`src/common/gpio_lmn_cfg.svh`:
```
// Offsets, field positions, reset values and widths of the three port blocks.
// Assumes inclusion from the package and the design files by bare name.
`ifndef GPIO_LMN_CFG_SVH
`define GPIO_LMN_CFG_SVH
`define OFS_INPUT_PORT_PIN_LEVELS 12'h000
`define OFS_SIX_PIN_PORT_DATA 12'h004
`define OFS_EIGHT_PIN_PORT_DATA 12'h008
`define OFS_INPUT_PORT_MODE_CONTROL 12'h010
`define OFS_SIX_PIN_PORT_MODE_CONTROL 12'h014
`define OFS_EIGHT_PIN_PORT_MODE_CONTROL 12'h018
`define RST_DATA 8'h00
`define RST_MODE 16'h0000
`define SIX_PIN_VALID_MASK 8'h5F
`define SIX_PIN_NOFUNC_POS 4
`define ADDR_DECODE_BITS 12
`endif

```
`src/common/gpio_lmn_pkg.sv`:
```
// Types shared by the port block and its pin cell.
// Assumes the constants header sits beside it.
`include "gpio_lmn_cfg.svh"
package gpio_lmn_pkg;
    typedef enum logic [1:0] {
        MODE_OTHER = 2'h0,
        MODE_OUTPUT = 2'h1,
        MODE_IN_PULLUP = 2'h2,
        MODE_IN_NOPULL = 2'h3
    } pin_mode_t;

    // Board-facing drive of one pin: value, enable, pull-up enable.
    typedef struct packed {
        logic dout;
        logic oe;
        logic pull_en;
    } pin_drive_t;

    typedef enum {
        BUS_IDLE,
        BUS_DATA
    } bus_state_t;
endpackage

```
`src/design/gpio_pin_cell.sv`:
```
// One bidirectional pin: synchroniser, mode decode, read mux and drive.
// Assumes pin_in arrives asynchronously from the board.
`timescale 1ns/10ps
`default_nettype none
module gpio_pin_cell
    import gpio_lmn_pkg::*;
#(
    parameter bit NOFUNC_PIN = 1'b0
) (
    input wire logic clk_sys,
    input wire logic srst,
    input wire logic pin_in,
    input wire logic [1:0] mode,
    input wire logic data_bit,
    output logic read_bit,
    output pin_drive_t drive
);
    logic sync1_r;
    logic sync2_r;

    // Two flip-flops before anything reads the pin level.
    always_ff @(posedge clk_sys) begin
        if (srst) begin
            sync1_r <= 1'b0;
            sync2_r <= 1'b0;
        end else begin
            sync1_r <= pin_in;
            sync2_r <= sync1_r;
        end
    end

    // Input modes read the pin, the others read the stored bit.
    always_comb begin
        read_bit = mode[1] ? sync2_r : data_bit;
    end

    // Only output mode drives the pin; the no-function pin never drives.
    always_comb begin
        drive.dout = data_bit;
        drive.oe = (mode == MODE_OUTPUT) && !NOFUNC_PIN;
        drive.pull_en = (mode == MODE_IN_PULLUP);
    end
endmodule
`default_nettype wire

```
`src/design/gpio_lmn_data.sv`:
```
// Data registers of a four-pin input port, a six-pin and an eight-pin port.
// Assumes an AHB-Lite master with single word transfers; pins are async.
//
// Operation
// - Input port register: low four bits are pins.
// - Input port bits seven to four read zero.
// - Input mode read returns current pin level.
// - Input pins: 00 reads zero, 11 reads pin.
// - Six-pin register bits six, four..zero map pins.
// - Six-pin bits seven and five read zero.
// - Six-pin output mode reads stored bit.
// - Bidirectional input modes read sampled pin.
// - Six-pin modes: other, output, pull-up, plain input.
// - Six-pin pin four: no function, never drives.
// - Eight-pin register bits map eight pins.
// - Eight-pin output mode reads stored bit.
// - Eight-pin modes; non-output writes leave pins.
// - Each bidirectional pin has mode-driven pull-up.
//
// Local design decisions: the address map and the AHB-Lite interface to the registers.
`timescale 1ns/10ps
`default_nettype none
`include "gpio_lmn_cfg.svh"
module gpio_lmn_data
    import gpio_lmn_pkg::*;
(
    input wire logic clk_sys,
    input wire logic srst,
    input wire logic hsel,
    input wire logic [31:0] haddr,
    input wire logic [1:0] htrans,
    input wire logic hwrite,
    input wire logic [2:0] hsize,
    input wire logic [31:0] hwdata,
    input wire logic hready,
    output logic [31:0] hrdata,
    output logic hreadyout,
    output logic hresp,
    input wire logic [3:0] input_pin_in,
    input wire logic [7:0] six_pin_in,
    output logic [7:0] six_pin_out,
    output logic [7:0] six_pin_oe,
    output logic [7:0] six_pin_pull_en,
    input wire logic [7:0] eight_pin_in,
    output logic [7:0] eight_pin_out,
    output logic [7:0] eight_pin_oe,
    output logic [7:0] eight_pin_pull_en
);
    logic [7:0] six_pin_port_data_r;
    logic [7:0] eight_pin_port_data_r;
    logic [7:0] input_port_mode_control_r;
    logic [15:0] six_pin_port_mode_control_r;
    logic [15:0] eight_pin_port_mode_control_r;
    logic [3:0] in_sync1_r;
    logic [3:0] in_sync2_r;
    logic [7:0] input_port_pin_levels;
    logic [7:0] six_read;
    logic [7:0] eight_read;
    pin_drive_t six_drive [8];
    pin_drive_t eight_drive [8];
    logic wr_pend_r;
    logic [11:0] wr_addr_r;
    logic [31:0] hrdata_r;
    bus_state_t state_r;
    logic addr_take;
    logic rd_stall;
    logic rd_again_r;

    // Word offset decode, shared by reads and writes.
    function automatic logic hit(input logic [11:0] a, input logic [11:0] ofs);
        hit = (a[11:2] == ofs[11:2]);
    endfunction

    // Input-only port: pins pass two flip-flops before the read mux.
    always_ff @(posedge clk_sys) begin
        if (srst) begin
            in_sync1_r <= 4'h0;
            in_sync2_r <= 4'h0;
        end else begin
            in_sync1_r <= input_pin_in;
            in_sync2_r <= in_sync1_r;
        end
    end

    // Mode 11 reads the pin, anything else reads zero; upper nibble is zero.
    always_comb begin
        input_port_pin_levels = 8'h00;
        for (int i = 0; i < 4; i++) begin
            input_port_pin_levels[i] =
                (input_port_mode_control_r[2*i +: 2] == MODE_IN_NOPULL)
                && in_sync2_r[i];
        end
    end

    // Per-pin cells; bits seven and five of the six-pin port are absent.
    genvar g;
    generate
        for (g = 0; g < 8; g++) begin : g_pins
            if (g != 7 && g != 5) begin : g_six
                gpio_pin_cell #(
                    .NOFUNC_PIN(g == `SIX_PIN_NOFUNC_POS)
                ) u_six (
                    .clk_sys(clk_sys),
                    .srst(srst),
                    .pin_in(six_pin_in[g]),
                    .mode(six_pin_port_mode_control_r[2*g +: 2]),
                    .data_bit(six_pin_port_data_r[g]),
                    .read_bit(six_read[g]),
                    .drive(six_drive[g])
                );
            end else begin : g_six_rsvd
                assign six_read[g] = 1'b0;
                assign six_drive[g] = '0;
            end
            gpio_pin_cell #(
                .NOFUNC_PIN(1'b0)
            ) u_eight (
                .clk_sys(clk_sys),
                .srst(srst),
                .pin_in(eight_pin_in[g]),
                .mode(eight_pin_port_mode_control_r[2*g +: 2]),
                .data_bit(eight_pin_port_data_r[g]),
                .read_bit(eight_read[g]),
                .drive(eight_drive[g])
            );
        end
    endgenerate

    // Registered pin drive, so every port output comes from a flip-flop.
    always_ff @(posedge clk_sys) begin
        if (srst) begin
            six_pin_out <= 8'h00;
            six_pin_oe <= 8'h00;
            six_pin_pull_en <= 8'h00;
            eight_pin_out <= 8'h00;
            eight_pin_oe <= 8'h00;
            eight_pin_pull_en <= 8'h00;
        end else begin
            for (int i = 0; i < 8; i++) begin
                six_pin_out[i] <= six_drive[i].dout;
                six_pin_oe[i] <= six_drive[i].oe;
                six_pin_pull_en[i] <= six_drive[i].pull_en;
                eight_pin_out[i] <= eight_drive[i].dout;
                eight_pin_oe[i] <= eight_drive[i].oe;
                eight_pin_pull_en[i] <= eight_drive[i].pull_en;
            end
        end
    end

    // An address phase is taken only for a selected NONSEQ or SEQ transfer.
    assign addr_take = hsel && hready && htrans[1];

    // Bus phase tracking; a wait state holds the phase and the address.
    always_ff @(posedge clk_sys) begin
        if (srst) begin
            state_r <= BUS_IDLE;
            wr_pend_r <= 1'b0;
            wr_addr_r <= 12'h000;
        end else begin
            if (hready) begin
                state_r <= addr_take ? BUS_DATA : BUS_IDLE;
                wr_pend_r <= addr_take && hwrite;
                wr_addr_r <= haddr[11:0];
            end
        end
    end

    // Write data lands in the data phase; six-pin data bits seven and five are masked off.
    always_ff @(posedge clk_sys) begin
        if (srst) begin
            six_pin_port_data_r <= `RST_DATA;
            eight_pin_port_data_r <= `RST_DATA;
            input_port_mode_control_r <= 8'h00;
            six_pin_port_mode_control_r <= `RST_MODE;
            eight_pin_port_mode_control_r <= `RST_MODE;
        end else if (wr_pend_r && state_r == BUS_DATA) begin
            if (hit(wr_addr_r, `OFS_SIX_PIN_PORT_DATA))
                six_pin_port_data_r <= hwdata[7:0] & `SIX_PIN_VALID_MASK;
            if (hit(wr_addr_r, `OFS_EIGHT_PIN_PORT_DATA))
                eight_pin_port_data_r <= hwdata[7:0];
            if (hit(wr_addr_r, `OFS_INPUT_PORT_MODE_CONTROL))
                input_port_mode_control_r <= hwdata[7:0];
            if (hit(wr_addr_r, `OFS_SIX_PIN_PORT_MODE_CONTROL))
                six_pin_port_mode_control_r <= hwdata[15:0];
            if (hit(wr_addr_r, `OFS_EIGHT_PIN_PORT_MODE_CONTROL))
                eight_pin_port_mode_control_r <= hwdata[15:0];
        end
    end

    // Read mux, shared by the address phase and the retry after a write.
    function automatic logic [31:0] read_word(input logic [11:0] a);
        if (hit(a, `OFS_INPUT_PORT_PIN_LEVELS))
            read_word = {24'h00_0000, input_port_pin_levels};
        else if (hit(a, `OFS_SIX_PIN_PORT_DATA))
            read_word = {24'h00_0000, six_read};
        else if (hit(a, `OFS_EIGHT_PIN_PORT_DATA))
            read_word = {24'h00_0000, eight_read};
        else if (hit(a, `OFS_INPUT_PORT_MODE_CONTROL))
            read_word = {24'h00_0000, input_port_mode_control_r};
        else if (hit(a, `OFS_SIX_PIN_PORT_MODE_CONTROL))
            read_word = {16'h0000, six_pin_port_mode_control_r};
        else if (hit(a, `OFS_EIGHT_PIN_PORT_MODE_CONTROL))
            read_word = {16'h0000, eight_pin_port_mode_control_r};
        else
            read_word = 32'h0000_0000;
    endfunction

    // A read whose address phase meets a write's data phase would capture
    // the old value, so it is stretched by one cycle and captured again.
    assign rd_stall = addr_take && !hwrite && wr_pend_r
        && state_r == BUS_DATA;

    // Read data is captured at the address phase and stands in the data
    // phase; unmapped words read zero.
    always_ff @(posedge clk_sys) begin
        if (srst) begin
            hrdata_r <= 32'h0000_0000;
        end else if (rd_again_r) begin
            hrdata_r <= read_word(wr_addr_r);
        end else if (addr_take && !hwrite) begin
            hrdata_r <= read_word(haddr[11:0]);
        end
    end

    // Always OKAY; the only wait state is the one for a read behind a write.
    always_ff @(posedge clk_sys) begin
        if (srst) begin
            hreadyout <= 1'b1;
            hresp <= 1'b0;
            rd_again_r <= 1'b0;
        end else begin
            hreadyout <= !rd_stall;
            hresp <= 1'b0;
            rd_again_r <= rd_stall;
        end
    end
    assign hrdata = hrdata_r;

    // Checks next to the logic they guard.
    property p_in_upper_zero;
        @(posedge clk_sys) disable iff (srst)
        input_port_pin_levels[7:4] == 4'h0;
    endproperty
    a_in_upper_zero: assert property (p_in_upper_zero)
        else $error("input port upper nibble not zero");

    property p_in_other_zero;
        @(posedge clk_sys) disable iff (srst)
        (input_port_mode_control_r[1:0] == 2'h0)
        |-> !input_port_pin_levels[0];
    endproperty
    a_in_other_zero: assert property (p_in_other_zero)
        else $error("input pin in other mode not zero");

    property p_in_reads_pin;
        @(posedge clk_sys) disable iff (srst)
        (input_port_mode_control_r[3:2] == 2'h3)
        |-> input_port_pin_levels[1] == $past(input_pin_in[1], 2);
    endproperty
    a_in_reads_pin: assert property (p_in_reads_pin)
        else $error("input pin level not read back");

    property p_six_rsvd;
        @(posedge clk_sys) disable iff (srst)
        six_pin_port_data_r[7] == 1'b0 && six_pin_port_data_r[5] == 1'b0
        && six_read[7] == 1'b0 && six_read[5] == 1'b0;
    endproperty
    a_six_rsvd: assert property (p_six_rsvd)
        else $error("six-pin reserved bit set");

    property p_six_out_reads_reg;
        @(posedge clk_sys) disable iff (srst)
        (six_pin_port_mode_control_r[1:0] == 2'h1)
        |-> six_read[0] == six_pin_port_data_r[0];
    endproperty
    a_six_out_reads_reg: assert property (p_six_out_reads_reg)
        else $error("six-pin output read not register");

    property p_six_pin4_nodrive;
        @(posedge clk_sys) disable iff (srst)
        !six_pin_oe[4];
    endproperty
    a_six_pin4_nodrive: assert property (p_six_pin4_nodrive)
        else $error("six-pin pin four driven");

    property p_eight_drive;
        @(posedge clk_sys) disable iff (srst)
        (eight_pin_port_mode_control_r[15:14] == 2'h1) |=>
        eight_pin_oe[7] && eight_pin_out[7] == $past(eight_pin_port_data_r[7]);
    endproperty
    a_eight_drive: assert property (p_eight_drive)
        else $error("eight-pin output not driven");

    property p_eight_pull;
        @(posedge clk_sys) disable iff (srst)
        (eight_pin_port_mode_control_r[1:0] == 2'h2) |=>
        eight_pin_pull_en[0] && !eight_pin_oe[0];
    endproperty
    a_eight_pull: assert property (p_eight_pull)
        else $error("eight-pin pull-up not enabled");

    property p_reset_clear;
        @(posedge clk_sys) srst |=> eight_pin_port_data_r == 8'h00;
    endproperty
    a_reset_clear: assert property (p_reset_clear)
        else $error("data not cleared by reset");

    property p_rd_stall;
        @(posedge clk_sys) disable iff (srst)
        rd_stall |=> !hreadyout ##1 hreadyout;
    endproperty
    a_rd_stall: assert property (p_rd_stall)
        else $error("read behind write not stretched once");

    c_write: cover property (@(posedge clk_sys) wr_pend_r);
    c_stall: cover property (@(posedge clk_sys) rd_again_r);
    c_out: cover property (@(posedge clk_sys) eight_pin_oe[0]);
    c_in: cover property (@(posedge clk_sys) input_port_pin_levels[0]);
endmodule
`default_nettype wire

```
`config.mk`:
```
export PLATFORM = sky130hd
export DESIGN_NAME = gpio_lmn_data
export DESIGN_NICKNAME = d
export VERILOG_FILES = /design/src/common/gpio_lmn_pkg.sv /design/src/design/gpio_pin_cell.sv /design/src/design/gpio_lmn_data.sv
export VERILOG_INCLUDE_DIRS = /design/src /design/src/common
export SDC_FILE = /design/constraint.sdc
export NUM_CORES = 1
export LEC_CHECK = 0
export BUFFER_PORTS_ARGS = -buffer_cell sky130_fd_sc_hd__buf_4
export CAP_MARGIN = 0
export CORE_ASPECT_RATIO = 1.25
export CORE_UTILIZATION = 44
export DETAILED_ROUTE_END_ITERATION = 7
export PLACE_DENSITY = 0.69
export SYNTH_ARGS = -nofsm -noshare
export SYNTH_HDL_FRONTEND = slang
export SYNTH_SLANG_ARGS = --single-unit
```
`constraint.sdc`:
```
create_clock -name clk_sys -period 5.85 [get_ports clk_sys]
set_clock_uncertainty 0.1 [all_clocks]
set_input_delay 1.17 -clock clk_sys [delete_from_list [all_inputs] [get_ports clk_sys]]
set_output_delay 1.17 -clock clk_sys [all_outputs]
set_load 0.01 [all_outputs]
```
== Word-level counts from Yosys, hierarchy flattened ==
Cells that the tools add are included.

* Output and inout port bits: 82
* Register bits: 217
* Bits of input ports: 94

* Reductions and logical operators: 21
* Equal/unequal tests: 42
* Multiplexer cells: 29

{| class="wikitable"
|+ Operator list
! kind !! count
|-
| 16-bit two-way mux || 12
|-
| 32-bit two-way mux || 2
|-
| 10-bit by 3-bit equality test with 1-bit output, second input constant || 6
|-
| 2-bit equality test, second input constant || 18
|-
| 32-bit by 2-bit equality test with 1-bit output, second input constant || 1
|-
| 2-bit by 1-bit equality test with 1-bit output, second input constant || 13
|-
| 10-bit by 1-bit equality test with 1-bit output, second input constant || 2
|-
| 10-bit by 2-bit equality test with 1-bit output, second input constant || 2
|-
| 10-bit zero test || 2
|-
| 1-bit two-way mux || 15
|-
| 1-bit logical AND || 11
|-
| 2-bit AND reduction || 5
|-
| 1-bit zero test || 2
|-
| 2-bit nonzero test || 1
|}

== Depth between registers and ports, before layout ==
* Word-level depth: 9
* Mapped depth: 8
* Depth with buffers taken out: 5

== Hierarchy ==
A second synthesis with hierarchy kept.

* Cell total of the unflattened synthesis: 749
* Area, all modules: 6941.7 µm²

{| class="wikitable"
|+ By module, submodules not included
! module !! cells an instance !! times used !! area each (µm²) !! sequential area each (µm²)
|-
| gpio_lmn_data || 636 || 1 || 5694.2 || 2682.6
|-
| gpio_pin_cell at g_pins[0].g_six.u_six ... || 8 || 13 || 88.8 || 40.0
|-
| gpio_pin_cell at g_pins[4].g_six.u_six || 9 || 1 || 92.6 || 40.0
|}

== Worst setup path after synthesis ==
No wires, ideal clock.

* Path kind: input -> register
* Start: input haddr[6]
* End: register hrdata_r[7], in the netlist hrdata[7]
* Path slack: 2974 ps
* Arrival time: 2655 ps
* Path buffers: 1
* Stages on the path: 6
* Required time: 5629 ps
* Path through: or4_4 > buf_6 > or3_1 > a22o_1 > a221oi_2 > o21ai_1

* Cells in the longest elaborated chain, start to end: 9

{| class="wikitable"
|+ RTL lines
! item !! RTL line !! text
|-
| from (decl) || gpio_lmn_data.sv:30 || <nowiki>input wire logic [31:0] haddr,</nowiki>
|-
| 10-bit by 3-bit equality test with 1-bit output || gpio_lmn_data.sv:71 || <nowiki>hit = (a[11:2] == ofs[11:2]);</nowiki>
|-
| 16-bit two-way mux || gpio_lmn_data.sv:202 || <nowiki>else if (hit(a, `OFS_EIGHT_PIN_PORT_MODE_CONTROL))</nowiki>
|-
| 16-bit two-way mux || gpio_lmn_data.sv:200 || <nowiki>else if (hit(a, `OFS_SIX_PIN_PORT_MODE_CONTROL))</nowiki>
|-
| 16-bit two-way mux || gpio_lmn_data.sv:198 || <nowiki>else if (hit(a, `OFS_INPUT_PORT_MODE_CONTROL))</nowiki>
|-
| 16-bit two-way mux || gpio_lmn_data.sv:196 || <nowiki>else if (hit(a, `OFS_EIGHT_PIN_PORT_DATA))</nowiki>
|-
| 16-bit two-way mux || gpio_lmn_data.sv:194 || <nowiki>else if (hit(a, `OFS_SIX_PIN_PORT_DATA))</nowiki>
|-
| 16-bit two-way mux (*) || gpio_lmn_data.sv:192 || <nowiki>if (hit(a, `OFS_INPUT_PORT_PIN_LEVELS))</nowiki>
|-
| 32-bit two-way mux (*) || gpio_lmn_data.sv:220 || <nowiki>end else if (addr_take && !hwrite) begin</nowiki>
|-
| 32-bit two-way mux (*) || gpio_lmn_data.sv:218 || <nowiki>end else if (rd_again_r) begin</nowiki>
|-
| to (signal assigned) || gpio_lmn_data.sv:219 || <nowiki>hrdata_r <= read_word(wr_addr_r);</nowiki>
|-
| to (signal assigned) || gpio_lmn_data.sv:221 || <nowiki>hrdata_r <= read_word(haddr[11:0]);</nowiki>
|-
| to (decl) || gpio_lmn_data.sv:63 || <nowiki>logic [31:0] hrdata_r;</nowiki>
|}

Mark *: on every way between the ends. The rest lies on a longest branch, timed or not. The select of a mux whose other input is x is not followed.
A chain may end at the register's enable or synchronous reset.

== Final worst setup path ==
* Start: register wr_addr_r[4]
* End: register six_pin_port_mode_control_r[10]

* Cells in the longest elaborated chain, start to end: 2

{| class="wikitable"
|+ RTL lines
! item !! RTL line !! text
|-
| from (decl) || gpio_lmn_data.sv:62 || <nowiki>logic [11:0] wr_addr_r;</nowiki>
|-
| from (signal assigned) || gpio_lmn_data.sv:163 || <nowiki>wr_addr_r <= haddr[11:0];</nowiki>
|-
| 10-bit by 3-bit equality test with 1-bit output || gpio_lmn_data.sv:71 ||
|-
| 2-bit AND reduction (no line) || -- ||
|-
| to (signal assigned) || gpio_lmn_data.sv:174 || <nowiki>six_pin_port_mode_control_r <= `RST_MODE;</nowiki>
|-
| to (signal assigned) || gpio_lmn_data.sv:184 || <nowiki>six_pin_port_mode_control_r <= hwdata[15:0];</nowiki>
|-
| to (decl) || gpio_lmn_data.sv:52 || <nowiki>logic [15:0] six_pin_port_mode_control_r;</nowiki>
|}

No other way between the ends.

==> flow_metrics.tcl <==
set metrics [dict create \
    synth-main-ff-cell "dfxtp_1" \
    ctsHoldBuffers 0 \
    finalCritPeriodShare 0.504 \
    setup_viol 0 \
    setup.worst_path.end_class "register" \
    cpLargestDelayFamily "simple AND/OR/NAND/NOR gates" \
    gp_congestion 0.864 \
    r2r-end "six_pin_port_mode_control_r[10]" \
    gr-total-overflow 0 \
    drc 0 \
    grt_use_total 0.241 \
    cp_num_buf_inv 0 \
    syn_to_final_growth_pct 20.7 \
    r2r_setup_slack_ps 2900 \
    fin_tns_setup_ps 0 \
    drtIter0Drc 325 \
    hold_class "reg2reg" \
    die_w_microns 110 \
    vias 5391 \
    layout-drive-gt1-share 0.205 \
    worstReg2RegStart "wr_addr_r[4]" \
    period_needed_ps 2950 \
    yosys-top-cells-area "dfxtp_1, mux2i_1, nand2_1" \
    cts_resized 0 \
    numCtsBuffers 17 \
    clk_latency_ps 430 \
    ys_ff_latch 161 \
    io_pins 176 \
    num_antenna_cells 0 \
    slew_headroom 0.177 \
    p_sw_mw 0.555 \
    routedWlPerCell_microns 18.7 \
    p_int_mw 1.80 \
    min-delay-start "g_pins[3].u_eight.sync1_r" \
    grt_pass1_wl_mm 27.6 \
    start_util 0.451 \
    io_buffers 107 \
    synthMostInstantiatedCell "dfxtp_1" \
    rsz0062_at_grt "no" \
    seqPwrFrac 0.478 \
    crit_path_start_kind "register" \
    postRouteAntennaNets 0 \
    cts_tree "yes" \
    critPathKind "reg2reg" \
    ctsLongestPathBuffers 2 \
    core-area_sq_um 14300 \
    cp_max_fo 21 \
    drtPass1Iterations 7 \
    yosysWarningCount 0 \
    cts_htree_levels 4 \
    p_per_area_nw_per_um2 302 \
    synth_edf_count 0 \
    cts_setup_buffers 0 \
    grt_antenna_before_repair 0 \
    dp_hpwl_mm 13.3 \
    yosysSeqAreaShare 0.498 \
    drv_cap 0 \
    sw_frac_of_total 0.235 \
    crit_required_ps 6100 \
    power_mw 2.36 \
    p_leak_nw 3.03 \
    drv_slew 0 \
    synthTopCellsByCount "dfxtp_1, nand2_1, a21oi_1, nor2b_1, nor2_1" \
    critPathSlowestCell "nor2_1" \
    cts.sinks 161 \
    synth_cells 703 \
    rows 49 \
    dieArea_sq_um 15200 \
    syn_area_sq_um 6470 \
    worst_slew_pin_slew_ps 1230 \
    path_cells "nand4_1, nor2_1, nand2_1, a21oi_1" \
    hold_depth 1 \
    slowest_delay_ps 1050 \
    synthDistinctLibCells 62 \
    synthArstFlopShare 0 \
    clock.fmax_ghz 0.339 \
    vdd_drop_max_v 0.000196 \
    postSynthAreaPerCell_sq_um 9.21 \
    holdPathEnd "g_pins[3].u_eight.sync2_r" \
    finish.net_count 882 \
    grt_max_degree 118 \
    cp.arrival_ps 3200 \
    synth_largest_area_cell "dfxtp_1" \
    viasPerCell 5.51 \
    finalHoldViolCount 0 \
    reg2regPathDepth 4 \
    die_y_microns 138 \
    synth_top_area_share 0.498 \
    status "complete, no violations" \
    clkPwrFrac 0.464 \
    combPwrFrac 0.058 \
    clockRootBuffer "clkbuf_16" \
    grt_pass1_vias 4998 \
    wl_mm 18.3 \
    clkTransAtPathRegs_ps 60 \
]
-- power by group through the flow --
stage                     clock network (mW)  registers, mW  logic [mW]
after floorplan                            0           1.15      0.0963
after global placement                     0           1.15       0.135
after detailed placement                   0           1.15       0.135
after CTS                               1.11           1.13       0.136
after global routing                    1.16           1.13       0.148
final                                   1.09           1.13       0.136
-- worst register-to-register path, cell delays in order (launching register included) --
cell     delay (ps)
dfxtp_1         920
nand4_1         450
nor2_1         1050
nand2_1         170
a21oi_1         180
-- flip-flops by register name, indices dropped and copies added, names as in the netlist, 8 cells and up --
name and flops:
eight_pin_port_data_r 8, eight_pin_port_mode_control_r 16, wr_addr_r 10, eight_pin_oe 8, eight_pin_pull_en 8, input_port_mode_control_r 8, hrdata 16, g_pins.u_eight.sync1_r 8
six_pin_port_mode_control_r 16, g_pins.u_eight.sync2_r 8, eight_pin_out 8
-- per-layer routing --
metal,GRT usage,share of wire,vias up
met5,0,0,-
met4,0.130,0.038,0
met3,0.0528,0.061,39
met2,0.396,0.49,216
met1,0.296,0.41,2576
li1,-,-,2560
-- worst max-delay path by stage --
stage | from | endpoint | cells after the start
3_3_place_gp | haddr[6] | hrdata[3] | 6
2_1_floorplan | haddr[6] | hrdata[7] | 6
5_1_grt | wr_addr_r[4] | six_pin_port_mode_control_r[10] | 4
4_1_cts | wr_addr_r[4] | six_pin_port_mode_control_r[7] | 4
3_5_place_dp | haddr[6] | hrdata[3] | 6
6_report | wr_addr_r[4] | six_pin_port_mode_control_r[10] | 4
-- stage by stage --
stage                     instance area [sq um]  setup WS, ps   util  hold slack [ps]  instances
after floorplan                            6560          2970      -              314        726
after global placement                     7230          2510  0.504              318        947
after detailed placement                   7230          2590  0.504              324        947
after CTS                                  7810          2930  0.544              335        979
after global routing                       7810          2740  0.544              355        979
final                                      7810          2900  0.544              333        979
-- cells in the final DEF, fill, tap and decap left out, types with 3 or more instances in the layout --
| cell type | count |
|---|---|
| nand2b_1 | 7 |
| nor4_1 | 5 |
| dfxtp_1 | 161 |
| inv_6 | 3 |
| a211oi_1 | 3 |
| a21o_1 | 3 |
| clkinv_2 | 3 |
| o2bb2ai_1 | 3 |
| a222oi_1 | 3 |
| and2_1 | 4 |
| o31ai_1 | 3 |
| buf_4 | 110 |
| a221oi_1 | 10 |
| nor3b_1 | 21 |
| conb_1 | 24 |
| nand3_1 | 10 |
| mux2i_1 | 42 |
| a21oi_1 | 60 |
| mux2_2 | 9 |
| clkbuf_16 | 17 |
| o211ai_1 | 4 |
| inv_1 | 9 |
| o21ai_0 | 16 |
| nor2_1 | 47 |
| nor3_1 | 20 |
| nand2_1 | 95 |
| nor2b_1 | 51 |
| a31oi_1 | 7 |
| clkinv_4 | 4 |
| o22ai_1 | 3 |
-- layout make-up --
cell class,instances,area (sq um)
fillers,1327,6540
multi-input cells,488,2920
well taps,178,223
clock buffers,18,429
inverters,10,37.5
repair buffers,110,826
clock inverters,14,155
flip-flops and latches,161,3220
-- cells by family after synthesis --
kind of cell,after synthesis,synth area share
other,1,0.000579
AOI/OAI and AO/OA,130,0.128
and+or+nand+nor,283,0.228
DFF,161,0.498
muxes,51,0.0806
buffers and inverters,77,0.0644
Power figures use the tool's default switching activity.
